==> config.mk <==
export PLATFORM = sky130hd
export DESIGN_NAME = word_bcd_arith_logic_unit
export DESIGN_NICKNAME = d
export VERILOG_FILES = /design/src/word_alu_pkg.sv /design/src/bcd_to_bin.sv /design/src/bin_to_bcd.sv /design/src/word_bcd_arith_logic_unit.sv
export SDC_FILE = /design/constraint.sdc
export NUM_CORES = 2
export LEC_CHECK = 0
export ABC_CLOCK_PERIOD_IN_PS = 25900
export BUFFER_PORTS_ARGS = -buffer_cell sky130_fd_sc_hd__buf_2
export CAP_MARGIN = 25
export CELL_PAD_IN_SITES_DETAIL_PLACEMENT = 1
export CELL_PAD_IN_SITES_GLOBAL_PLACEMENT = 1
export CORE_ASPECT_RATIO = 1.75
export CORE_MARGIN = 1
export CORE_UTILIZATION = 45
export DETAILED_ROUTE_END_ITERATION = 10
export PLACE_DENSITY = 0.91
export SYNTH_ARGS = -nofsm -noshare
export SYNTH_HDL_FRONTEND = slang
export SYNTH_SLANG_ARGS = --single-unit
==> constraint.sdc <==
create_clock -name clk_in -period 25.9 [get_ports clk_in]
set_input_delay 1.295 -clock clk_in [delete_from_list [all_inputs] [get_ports clk_in]]
set_output_delay 1.295 -clock clk_in [all_outputs]
set_load 0.01 [all_outputs]
==> src/word_alu_pkg.sv <==
// word_alu_pkg: widths, opcodes, limits and reset values for the word/bcd execution unit
// assumes: included by every design file of the unit through a whole-package import
package word_alu_pkg;

  // ==========================================================================
  // widths
  localparam int WORD_W      = 16;  // operand and result word
  localparam int BCD_DIGITS  = 4;   // digits in one decimal word
  localparam int DEC_BIN_W   = 14;  // binary width of 0..9999
  localparam int PROD_W      = 27;  // binary width of 9999*9999
  localparam int PROD_DIGITS = 8;   // digits in a two-word decimal product
  localparam int ADDR_W      = 14;  // data memory word number, binary

  // ==========================================================================
  // opcodes presented by the sequencer
  localparam logic [3:0] OP_MOVE_INV  = 4'h0;  // move_inverted_op
  localparam logic [3:0] OP_DEC_TO_R2 = 4'h1;  // decimal_to_radix2_op
  localparam logic [3:0] OP_R2_TO_DEC = 4'h2;  // binary to decimal
  localparam logic [3:0] OP_SHL_ZERO  = 4'h3;  // shift_left_zero_fill
  localparam logic [3:0] OP_SHR_ZERO  = 4'h4;  // shift_right_zero_fill
  localparam logic [3:0] OP_ROL_FLAG  = 4'h5;  // rotate_left_through_flag
  localparam logic [3:0] OP_ROR_FLAG  = 4'h6;  // rotate_right_through_flag
  localparam logic [3:0] OP_INVERT    = 4'h7;  // invert_word_op
  localparam logic [3:0] OP_DEC_SUM   = 4'h8;  // decimal sum with carry
  localparam logic [3:0] OP_DEC_DIFF  = 4'h9;  // decimal difference with borrow
  localparam logic [3:0] OP_DEC_PROD  = 4'ha;  // decimal_product_op
  localparam logic [3:0] OP_DEC_QUOT  = 4'hb;  // decimal quotient and remainder
  localparam logic [3:0] OP_AND_WORD  = 4'hc;  // bitwise_conjunction_op

  // ==========================================================================
  // limits of the data memory area and of decimal values
  localparam logic [ADDR_W-1:0] RW_LAST_ADDR  = 14'h03e7;  // word 0999
  localparam logic [ADDR_W-1:0] RO_LAST_ADDR  = 14'h07cf;  // word 1999
  localparam logic [PROD_W-1:0] DEC_MAX       = 27'h000270f;  // 9999
  localparam logic [PROD_W-1:0] DEC_MODULUS   = 27'h0002710;  // 10000
  localparam logic [3:0]        DIGIT_MAX     = 4'h9;
  localparam logic [3:0]        DABBLE_LIMIT  = 4'h5;
  localparam logic [3:0]        DABBLE_ADD    = 4'h3;

  // ==========================================================================
  // cycle counts and reset values
  localparam logic [3:0]        DIV_LAST_STEP = 4'hd;  // 14 restoring steps, 0..13
  localparam logic [WORD_W-1:0] RESULT_RST    = 16'h0000;
  localparam logic              CARRY_RST     = 1'b0;

endpackage

==> src/bcd_to_bin.sv <==
// bcd_to_bin: combinational decimal word to binary value, with a bad-digit flag
// assumes: digits packed four bits each, most significant digit highest
`timescale 1ns/1ps
`default_nettype none
module bcd_to_bin
  import word_alu_pkg::*;
#(
  parameter int DIGITS = 4,
  parameter int BITS   = 14
) (
  input  wire logic [DIGITS*4-1:0] bcd_in,
  output logic      [BITS-1:0]     bin_out,
  output logic                     bad_digit_out
);

  localparam logic [BITS-1:0] TEN = BITS'(10);

  // ==========================================================================
  // horner accumulation, most significant digit first
  always_comb begin
    logic [3:0] d;
    d = 4'h0;
    bin_out = '0;
    bad_digit_out = 1'b0;
    for (int i = DIGITS - 1; i >= 0; i--) begin
      d = bcd_in[i*4 +: 4];
      bin_out = BITS'(bin_out * TEN) + BITS'(d);
      if (d > DIGIT_MAX) begin
        bad_digit_out = 1'b1;
      end
    end
  end

endmodule
`default_nettype wire

==> src/bin_to_bcd.sv <==
// bin_to_bcd: combinational binary to packed decimal digits by shift-and-add-three
// assumes: the input value fits in DIGITS decimal digits
`timescale 1ns/1ps
`default_nettype none
module bin_to_bcd
  import word_alu_pkg::*;
#(
  parameter int BITS   = 27,
  parameter int DIGITS = 8
) (
  input  wire logic [BITS-1:0]     bin_in,
  output logic      [DIGITS*4-1:0] bcd_out
);

  // ==========================================================================
  // double dabble: correct digits of five or more, then shift a bit in
  always_comb begin
    bcd_out = '0;
    for (int i = BITS - 1; i >= 0; i--) begin
      for (int j = 0; j < DIGITS; j++) begin
        if (bcd_out[j*4 +: 4] >= DABBLE_LIMIT) begin
          bcd_out[j*4 +: 4] = bcd_out[j*4 +: 4] + DABBLE_ADD;
        end
      end
      bcd_out = {bcd_out[DIGITS*4-2:0], bin_in[i]};
    end
  end

endmodule
`default_nettype wire

==> src/word_bcd_arith_logic_unit.sv <==
// word_bcd_arith_logic_unit: word and decimal execution unit for the controller's data ops
// assumes: sequencer on clk_in presents opcode and operands with a one-cycle start pulse
`timescale 1ns/1ps
`default_nettype none
module word_bcd_arith_logic_unit
  import word_alu_pkg::*;
(
  input  wire logic              clk_in,
  input  wire logic              sys_rst_in,
  input  wire logic              start_in,
  input  wire logic [3:0]        opcode_in,
  input  wire logic [WORD_W-1:0] op_a_in,
  input  wire logic [WORD_W-1:0] op_b_in,
  input  wire logic [ADDR_W-1:0] dest_addr_in,
  output logic                   busy_out,
  output logic                   done_out,
  output logic                   error_out,
  output logic                   write_en_out,
  output logic                   write_two_out,
  output logic      [WORD_W-1:0] result_lo_out,
  output logic      [WORD_W-1:0] result_hi_out,
  output logic                   carry_flag_out
);

  typedef enum logic [1:0] {st_idle, st_div, st_div_end} state_e;

  // ==========================================================================
  // state
  state_e                 state;
  state_e                 next_state;
  logic [3:0]             step;
  logic [3:0]             next_step;
  logic [DEC_BIN_W-1:0]   dvd;
  logic [DEC_BIN_W-1:0]   next_dvd;
  logic [DEC_BIN_W-1:0]   dvs;
  logic [DEC_BIN_W-1:0]   next_dvs;
  logic [DEC_BIN_W-1:0]   rem;
  logic [DEC_BIN_W-1:0]   next_rem;
  logic [DEC_BIN_W-1:0]   quo;
  logic [DEC_BIN_W-1:0]   next_quo;
  logic [ADDR_W-1:0]      dest;
  logic [ADDR_W-1:0]      next_dest;
  logic                   next_busy;
  logic                   next_done;
  logic                   next_error;
  logic                   next_we;
  logic                   next_two;
  logic [WORD_W-1:0]      next_lo;
  logic [WORD_W-1:0]      next_hi;
  logic                   next_carry;

  // ==========================================================================
  // operand conversion
  logic [DEC_BIN_W-1:0]   a_bin;
  logic [DEC_BIN_W-1:0]   b_bin;
  logic                   a_bad;
  logic                   b_bad;
  logic [PROD_W-1:0]      conv_in;
  logic [PROD_DIGITS*4-1:0] conv_out;
  logic [BCD_DIGITS*4-1:0]  rem_bcd;
  logic [PROD_W-1:0]      sum_raw;
  logic [PROD_W-1:0]      sub_need;
  logic                   sum_carry;
  logic                   sub_borrow;

  bcd_to_bin #(.DIGITS(BCD_DIGITS), .BITS(DEC_BIN_W)) u_conv_a (
    .bcd_in        (op_a_in),
    .bin_out       (a_bin),
    .bad_digit_out (a_bad)
  );

  bcd_to_bin #(.DIGITS(BCD_DIGITS), .BITS(DEC_BIN_W)) u_conv_b (
    .bcd_in        (op_b_in),
    .bin_out       (b_bin),
    .bad_digit_out (b_bad)
  );

  bin_to_bcd #(.BITS(PROD_W), .DIGITS(PROD_DIGITS)) u_conv_res (
    .bin_in  (conv_in),
    .bcd_out (conv_out)
  );

  bin_to_bcd #(.BITS(DEC_BIN_W), .DIGITS(BCD_DIGITS)) u_conv_rem (
    .bin_in  (rem),
    .bcd_out (rem_bcd)
  );

  // ==========================================================================
  // binary value handed to the decimal converter
  always_comb begin
    sum_raw = 27'(a_bin) + 27'(b_bin) + 27'(carry_flag_out);
    sub_need = 27'(b_bin) + 27'(carry_flag_out);
    sum_carry = (sum_raw > DEC_MAX);
    sub_borrow = (27'(a_bin) < sub_need);
    conv_in = '0;
    if (state != st_idle) begin
      conv_in = 27'(quo);
    end else begin
      unique case (opcode_in)
        OP_R2_TO_DEC: conv_in = 27'(op_a_in);
        OP_DEC_SUM:   conv_in = sum_carry ? sum_raw - DEC_MODULUS : sum_raw;
        OP_DEC_DIFF:  conv_in = sub_borrow ? DEC_MODULUS + 27'(a_bin) - sub_need
                                           : 27'(a_bin) - sub_need;
        OP_DEC_PROD:  conv_in = 27'(a_bin) * 27'(b_bin);
        default:      conv_in = '0;
      endcase
    end
  end

  // ==========================================================================
  // next values: one-cycle ops, divider steps and result registers
  always_comb begin
    logic [DEC_BIN_W:0] trial;
    logic               ok_one;
    logic               ok_two;
    trial = '0;
    ok_one = (dest_addr_in <= RW_LAST_ADDR);
    ok_two = (dest_addr_in < RW_LAST_ADDR);
    next_state = state;
    next_step = step;
    next_dvd = dvd;
    next_dvs = dvs;
    next_rem = rem;
    next_quo = quo;
    next_dest = dest;
    next_busy = 1'b0;
    next_done = 1'b0;
    next_error = 1'b0;
    next_we = 1'b0;
    next_two = 1'b0;
    next_lo = result_lo_out;
    next_hi = result_hi_out;
    next_carry = carry_flag_out;
    unique case (state)
      st_idle: begin
        if (start_in) begin
          next_dest = dest_addr_in;
          next_done = 1'b1;
          next_we = ok_one;
          unique case (opcode_in)
            OP_MOVE_INV, OP_INVERT: begin
              next_lo = ~op_a_in;
            end
            OP_DEC_TO_R2: begin
              next_lo = 16'(a_bin);
            end
            OP_R2_TO_DEC: begin
              next_lo = conv_out[WORD_W-1:0];
            end
            OP_SHL_ZERO: begin
              next_lo = {op_a_in[WORD_W-2:0], 1'b0};
              next_carry = op_a_in[WORD_W-1];
            end
            OP_SHR_ZERO: begin
              next_lo = {1'b0, op_a_in[WORD_W-1:1]};
              next_carry = op_a_in[0];
            end
            OP_ROL_FLAG: begin
              next_lo = {op_a_in[WORD_W-2:0], carry_flag_out};
              next_carry = op_a_in[WORD_W-1];
            end
            OP_ROR_FLAG: begin
              next_lo = {carry_flag_out, op_a_in[WORD_W-1:1]};
              next_carry = op_a_in[0];
            end
            OP_DEC_SUM: begin
              next_lo = conv_out[WORD_W-1:0];
              next_carry = sum_carry;
            end
            OP_DEC_DIFF: begin
              next_lo = conv_out[WORD_W-1:0];
              next_carry = sub_borrow;
            end
            OP_DEC_PROD: begin
              next_lo = conv_out[WORD_W-1:0];
              next_hi = conv_out[2*WORD_W-1:WORD_W];
              next_we = ok_two;
              next_two = ok_two;
            end
            OP_DEC_QUOT: begin
              next_done = 1'b0;
              next_we = 1'b0;
              next_busy = 1'b1;
              next_state = st_div;
              next_step = '0;
              next_dvd = a_bin;
              next_dvs = b_bin;
              next_rem = '0;
              next_quo = '0;
            end
            OP_AND_WORD: begin
              next_lo = op_a_in & op_b_in;
            end
            default: begin
              next_we = 1'b0;
              next_error = 1'b1;
            end
          endcase
          // decimal faults and bad destinations abandon the op untouched
          if (((opcode_in == OP_DEC_TO_R2) && a_bad) ||
              ((opcode_in == OP_R2_TO_DEC) && (27'(op_a_in) > DEC_MAX)) ||
              ((opcode_in inside {OP_DEC_SUM, OP_DEC_DIFF, OP_DEC_PROD, OP_DEC_QUOT}) &&
               (a_bad || b_bad)) ||
              ((opcode_in == OP_DEC_QUOT) && (b_bin == '0)) ||
              ((opcode_in == OP_DEC_PROD || opcode_in == OP_DEC_QUOT) ? !ok_two
                                                                      : !ok_one)) begin
            next_state = st_idle;
            next_busy = 1'b0;
            next_done = 1'b1;
            next_error = 1'b1;
            next_we = 1'b0;
            next_two = 1'b0;
            next_lo = result_lo_out;
            next_hi = result_hi_out;
            next_carry = carry_flag_out;
          end
        end
      end
      st_div: begin
        // one restoring step per cycle, most significant dividend bit first
        next_busy = 1'b1;
        trial = {rem, dvd[DEC_BIN_W-1]};
        next_dvd = {dvd[DEC_BIN_W-2:0], 1'b0};
        if (trial >= {1'b0, dvs}) begin
          trial = trial - {1'b0, dvs};
          next_quo = {quo[DEC_BIN_W-2:0], 1'b1};
        end else begin
          next_quo = {quo[DEC_BIN_W-2:0], 1'b0};
        end
        next_rem = trial[DEC_BIN_W-1:0];
        next_step = 4'(step + 4'h1);
        if (step == DIV_LAST_STEP) begin
          next_state = st_div_end;
        end
      end
      st_div_end: begin
        next_state = st_idle;
        next_done = 1'b1;
        next_we = 1'b1;
        next_two = 1'b1;
        next_lo = conv_out[WORD_W-1:0];
        next_hi = rem_bcd;
      end
    endcase
  end

  // ==========================================================================
  // registers
  always_ff @(posedge clk_in or posedge sys_rst_in) begin
    if (sys_rst_in) begin
      state <= st_idle;
      step <= '0;
      dvd <= '0;
      dvs <= '0;
      rem <= '0;
      quo <= '0;
      dest <= '0;
      busy_out <= 1'b0;
      done_out <= 1'b0;
      error_out <= 1'b0;
      write_en_out <= 1'b0;
      write_two_out <= 1'b0;
      result_lo_out <= RESULT_RST;
      result_hi_out <= RESULT_RST;
      carry_flag_out <= CARRY_RST;
    end else begin
      state <= next_state;
      step <= next_step;
      dvd <= next_dvd;
      dvs <= next_dvs;
      rem <= next_rem;
      quo <= next_quo;
      dest <= next_dest;
      busy_out <= next_busy;
      done_out <= next_done;
      error_out <= next_error;
      write_en_out <= next_we;
      write_two_out <= next_two;
      result_lo_out <= next_lo;
      result_hi_out <= next_hi;
      carry_flag_out <= next_carry;
    end
  end

  logic take;
  logic fits_one;
  logic fits_two;
  // request taken this edge, and whether its destination is writable
  assign take     = start_in && (state == st_idle);
  assign fits_one = (dest_addr_in <= RW_LAST_ADDR);
  assign fits_two = (dest_addr_in < RW_LAST_ADDR);
endmodule
`default_nettype wire

==> results.py, run 1 <==
metrics = {
    "die": {
        "die_x_um": 216,
        "initial_core_util": 0.454,
        "rows": 137,
        "die_y_um": 377,
        "io_pins": 91,
    },
    "logic_synthesis": {
        "syn-instance-count": 4840,
        "postSynth.asyncResetShare": 1.00,
        "avgSynthCellArea_um2": 7.48,
        "synth.distinct_cells": 143,
        "synth_area_um2": 36200,
        "ys_warn_count": 0,
        "seq_area_frac_synth": 0.0691,
        "synth_ff_type": "dfrtp_1",
        "synth.ff_latch_count": 100,
        "synth-edff-count": 0,
        "synth_nets": 5493,
    },
    "clock_network": {
        "cts_sinks": 100,
        "clk_path_buf_depth": 2,
        "h-tree-depth": 3,
        "root_buffer": "clkbuf_16",
        "numCtsBuffers": 9,
    },
    "global_routing": {
        "grt_pass1_vias": 80000,
        "grt_max_degree": 61,
        "grt_pass1_wl_um": 669000,
        "grt_usage": 1.10,
        "overflow": 12500,
    },
    "place": {
        "dpl_cell_area_um2": 49600,
        "dp_cells": 7264,
        "place_congestion": 1.04,
        "port_buffers": 90,
        "dp_hpwl_um": 188000,
    },
    "outcome": {
        "tool.error": "[ERROR GRT-0116] Global routing finished with congestion. Check the congestion regions in the DRC Viewer.",
        "failing_step": "5_1_grt",
        "status": "stopped before the end",
    },
}
[cells by family after synthesis]
logic type,count (synthesis),synth area share
AND/OR/NAND/NOR,1520,0.202
multiplexers,189,0.0562
AO/OA/AOI/OAI,1470,0.290
flip-flops,100,0.0691
adder cells (fa/ha/maj),606,0.243
XOR/XNOR,266,0.0673
buffers and inverters,689,0.0728
[synthesized netlist by cell type (22+ instances only)]
cell type    n  area share
nor2b_1     54      0.0093
o21bai_1    27      0.0056
ha_1       435        0.15
mux2i_1    111       0.031
nor2_1     427       0.044
and3_1      34      0.0059
o21ai_1     62      0.0086
dfrtp_1    100       0.069
xor2_1      70       0.017
inv_2       27      0.0028
nand4_1     34      0.0059
nor4_1      22      0.0038
o22ai_1     44      0.0076
mux2_2      59       0.018
a211oi_1    59       0.012
xnor2_1    185       0.045
fa_1       165       0.091
a21oi_1    292       0.040
nor3_1     107       0.015
a211o_1     22      0.0053
a31oi_1     44      0.0076
o211ai_1    59       0.012
and2_1      50      0.0086
o21a_1      61       0.013
o211a_1     24      0.0066
a21boi_0    24      0.0050
a21o_1      89       0.018
o21ai_0    245       0.034
nand2b_1    64       0.011
clkbuf_1    95      0.0098
o31ai_1     28      0.0058
nand2_1    431       0.045
nand3_1    125       0.017
or3_1       42      0.0073
inv_1      524       0.054
[layer usage]
| metal | overflow | global-route usage |
|---|---|---|
| met5 | 7 | 0.528 |
| met3 | 98 | 0.757 |
| met1 | 141 | 0.894 |
| met4 | 1621 | 1.17 |
| met2 | 10600 | 1.63 |
[through the flow]
step / hold slack, ns / setup WS (ns)
CTS: 0.504 / -5.79
floorplan: 0.440 / -4.19
detailed placement: 0.486 / -8.73
global placement: 0.454 / -4.06
[repair_timing]
action | CTS
pin swaps | 357
resized for setup | 775
endpoints found under the setup margin | 31
hold endpoints to repair | 0
setup buffers | 258
hold buffers | 0
==> run 2: changes to the inputs <==
==> config.mk (replaced) <==
export PLATFORM = sky130hd
export DESIGN_NAME = word_bcd_arith_logic_unit
export DESIGN_NICKNAME = d
export VERILOG_FILES = /design/src/word_alu_pkg.sv /design/src/bcd_to_bin.sv /design/src/bin_to_bcd.sv /design/src/word_bcd_arith_logic_unit.sv
export SDC_FILE = /design/constraint.sdc
export NUM_CORES = 2
export LEC_CHECK = 0
export ABC_CLOCK_PERIOD_IN_PS = 33700
export BUFFER_PORTS_ARGS = -buffer_cell sky130_fd_sc_hd__buf_2
export CAP_MARGIN = 25
export CORE_MARGIN = 1
export CORE_UTILIZATION = 30
export DETAILED_ROUTE_END_ITERATION = 10
export PLACE_DENSITY_LB_ADDON = 0.15
export SYNTH_ARGS = -nofsm -noshare
export SYNTH_HDL_FRONTEND = slang
export SYNTH_SLANG_ARGS = --single-unit
==> constraint.sdc (replaced) <==
create_clock -name clk_in -period 33.7 [get_ports clk_in]
set_input_delay 1.685 -clock clk_in [delete_from_list [all_inputs] [get_ports clk_in]]
set_output_delay 1.685 -clock clk_in [all_outputs]
set_load 0.01 [all_outputs]
==> run 2 against run 1 <==
Against the previous run: the flow now finishes, with violations (design-rule violations); synthesized area unchanged; synthesized cell count did not move.
==> results.py, run 2 <==
metrics = {
    "drt": {
        "final_antenna_net_count": 0,
        "vias": 35600,
        "vias_per_cell": 5.36,
        "route.detailed.drc": 2,
        "wl_um": 118000,
        "firstDrtPassIters": 10,
        "wire_per_inst_um": 17.8,
        "initialDrtViolationCount": 2269,
    },
    "sta": {
        "fin_skew_ns": 0.0222,
        "fin_crit_sh": 0.947,
        "slew_headroom": 0.352,
        "slew_violations": 0,
        "hold_viol_final": 0,
        "setup_viol": 0,
        "worst_pin_slew_ns": 0.968,
        "max_freq_ghz": 0.0313,
        "whs_ns": 0.481,
        "period_needed_ns": 31.93,
    },
    "global_routing": {
        "antenna_found_initial": 3,
        "grt_max_degree": 69,
        "overflow": 0,
        "grt_pass1_wl_um": 188000,
        "grt_usage": 0.188,
        "grt_pass1_vias": 34200,
    },
    "setup_path": {
        "path_common_cell": "ha_1",
        "worst-path-max-fanout": 6,
        "criticalPathCategory": "in -> reg",
        "crit_slowest_cell": "fa_1",
        "cp_top_family": "adder cells",
        "cp_num_buf_inv": 23,
        "critPathMaxStageDelay_ns": 0.58,
        "startpoint_type": "primary input",
        "cp_data_required_time_ns": 33.96,
        "endpoint_kind": "flop",
        "arrival_ns": 32.19,
    },
    "logic_synthesis": {
        "ys_top_cells_by_area": "ha_1, fa_1, dfrtp_1, inv_1, xnor2_1",
        "synthMostInstantiatedCell": "inv_1",
        "synth_nets": 5493,
        "ys_warn_count": 0,
        "synth.distinct_cells": 143,
        "synth_common_cells": "inv_1, ha_1, nand2_1",
        "syn-instance-count": 4840,
        "avgSynthCellArea_um2": 7.48,
        "postSynth.asyncResetShare": 1.00,
        "synth.ff_latch_count": 100,
        "synth_area_um2": 36200,
        "yosysTopAreaCellShare": 0.150,
        "yosys.area.top_type": "ha_1",
        "synth-edff-count": 0,
        "synth_ff_type": "dfrtp_1",
        "seq_area_frac_synth": 0.0691,
    },
    "cells_and_area": {
        "ff_latch_area_um2": 2500,
        "multi_input_area_um2": 32000,
        "fin_nets": 5683,
        "post-route-util": 0.343,
        "final_cells": 6648,
        "layout_common_cells": "inv_1, nand2_1, ha_1, nor2_1, a21oi_1",
        "syn_to_final_growth_pct": 13.3,
        "final_common_cell": "inv_1",
        "reg_top3": "result_hi_out: 16 flops, result_lo_out: 16 flops",
        "drive_gt1_frac": 0.142,
        "fillCellCount": 12800,
    },
    "die": {
        "die_x_um": 349,
        "io_pins": 91,
        "rows": 127,
        "die_y_um": 349,
        "core_area_um2": 120000,
        "initial_core_util": 0.302,
        "die_area_um2": 122000,
    },
    "place": {
        "port_buffers": 90,
        "dp_cells": 6587,
        "place_congestion": 0.858,
        "dp_hpwl_um": 96500,
    },
    "outcome": {
        "status": "finished with violations",
        "violations": "design-rule violations",
    },
    "clock_network": {
        "numCtsBuffers": 9,
        "clock_latency_ns": 0.39,
        "clk_path_buf_depth": 2,
        "root_buffer": "clkbuf_16",
        "cts_tree": "done",
        "h-tree-depth": 3,
        "clk_pin_slew_ns": 0.08,
        "cts_sinks": 100,
    },
    "worst_hold_path": {
        "hold_path.class": "reg -> reg",
    },
    "run": {
        "cap_violations": 0,
    },
}
-- run 2: cell counts after synthesis --
No cell type changed its count.
-- run 2: per-stage QoR --
stage | setup TNS, ns | cell area, um^2 | worst slack [ns]
6_report | 0 | 41000 | 1.77
4_1_cts | 0 | 39900 | 0.00556
3_3_place_gp | -1.42 | 39500 | -0.242
2_1_floorplan | 0 | 36200 | 0.486
5_1_grt | -3.44 | 41000 | -0.316
3_5_place_dp | -7.30 | 39500 | -0.686
-- run 2: area by class of cell --
cell class,count,area share
Inverter,565,0.0518
Clock buffer,9,0.00549
Tap cell,1612,0.0491
Sequential cell,100,0.0610
Clock inverter,7,0.00229
Timing Repair Buffer,303,0.0517
Antenna cell,1,0.0000610
Multi-Input combinational cell,4051,0.779
-- run 2: repair_timing --
action / in CTS / in global routing
endpoints found under the setup margin: 13 / 31
hold buffers: 0 / 0
setup buffers: 0 / 42
cloned: 0 / 0
gates resized for setup: 10 / 149
pin swaps: 0 / 55
-- run 2: kinds of logic (layout without fill, tap and decap cells) --
family,after synthesis,after routing,share of synthesized area
AO/OA/AOI/OAI,1470,1470,0.290
XOR/XNOR,266,266,0.0673
adder cells (fa/ha/maj),606,606,0.243
buffers and inverters,689,884,0.0728
flip-flops,100,100,0.0691
multiplexers,189,189,0.0562
other,0,1,0
AND/OR/NAND/NOR,1520,1520,0.202
-- run 2: routing by layer --
layer	GRT usage	part of all wire	vias up
met5	0	0.00029	-
met2	0.322	0.46	666
li1	-	-	17800
met3	0.0141	0.036	99
met1	0.260	0.48	17000
met4	0.0316	0.019	6
-- run 2: worst paths after layout --
check	from	to	slack, ns	depth (start not counted)
max	op_b_in[13]	result_hi_out[12]$_DFFE_PP0P_	1.77	161
min	result_hi_out[9]$_DFFE_PP0P_	result_hi_out[9]$_DFFE_PP0P_	0.48	2
max reg2reg	carry_flag_out$_DFFE_PP0P_	result_hi_out[12]$_DFFE_PP0P_	8.80	134
min reg2reg	result_hi_out[9]$_DFFE_PP0P_	result_hi_out[9]$_DFFE_PP0P_	0.48	2
max in group asynchronous	sys_rst_in	quo[8]$_DFFE_PP0P_	31.45	4
min in group asynchronous	sys_rst_in	result_hi_out[3]$_DFFE_PP0P_	1.32	2
-- run 2: worst reg2reg max path: cells and delay by family, from the launching register on --
| family | cells | cell delay (ns) |
|---|---|---|
| DFF | 1 | 0.57 |
| and+or+nand+nor | 37 | 6.50 |
| muxes | 4 | 0.86 |
| adders and majority gates | 24 | 5.21 |
| buffers and inverters | 20 | 2.06 |
| xor gates and xnor gates | 10 | 2.02 |
| AOI/OAI and AO/OA | 39 | 7.59 |
Power of run 2 is left out: the tool's default activity adds up to more than one toggle a clock period on the data nets, which glitch-free logic cannot reach.
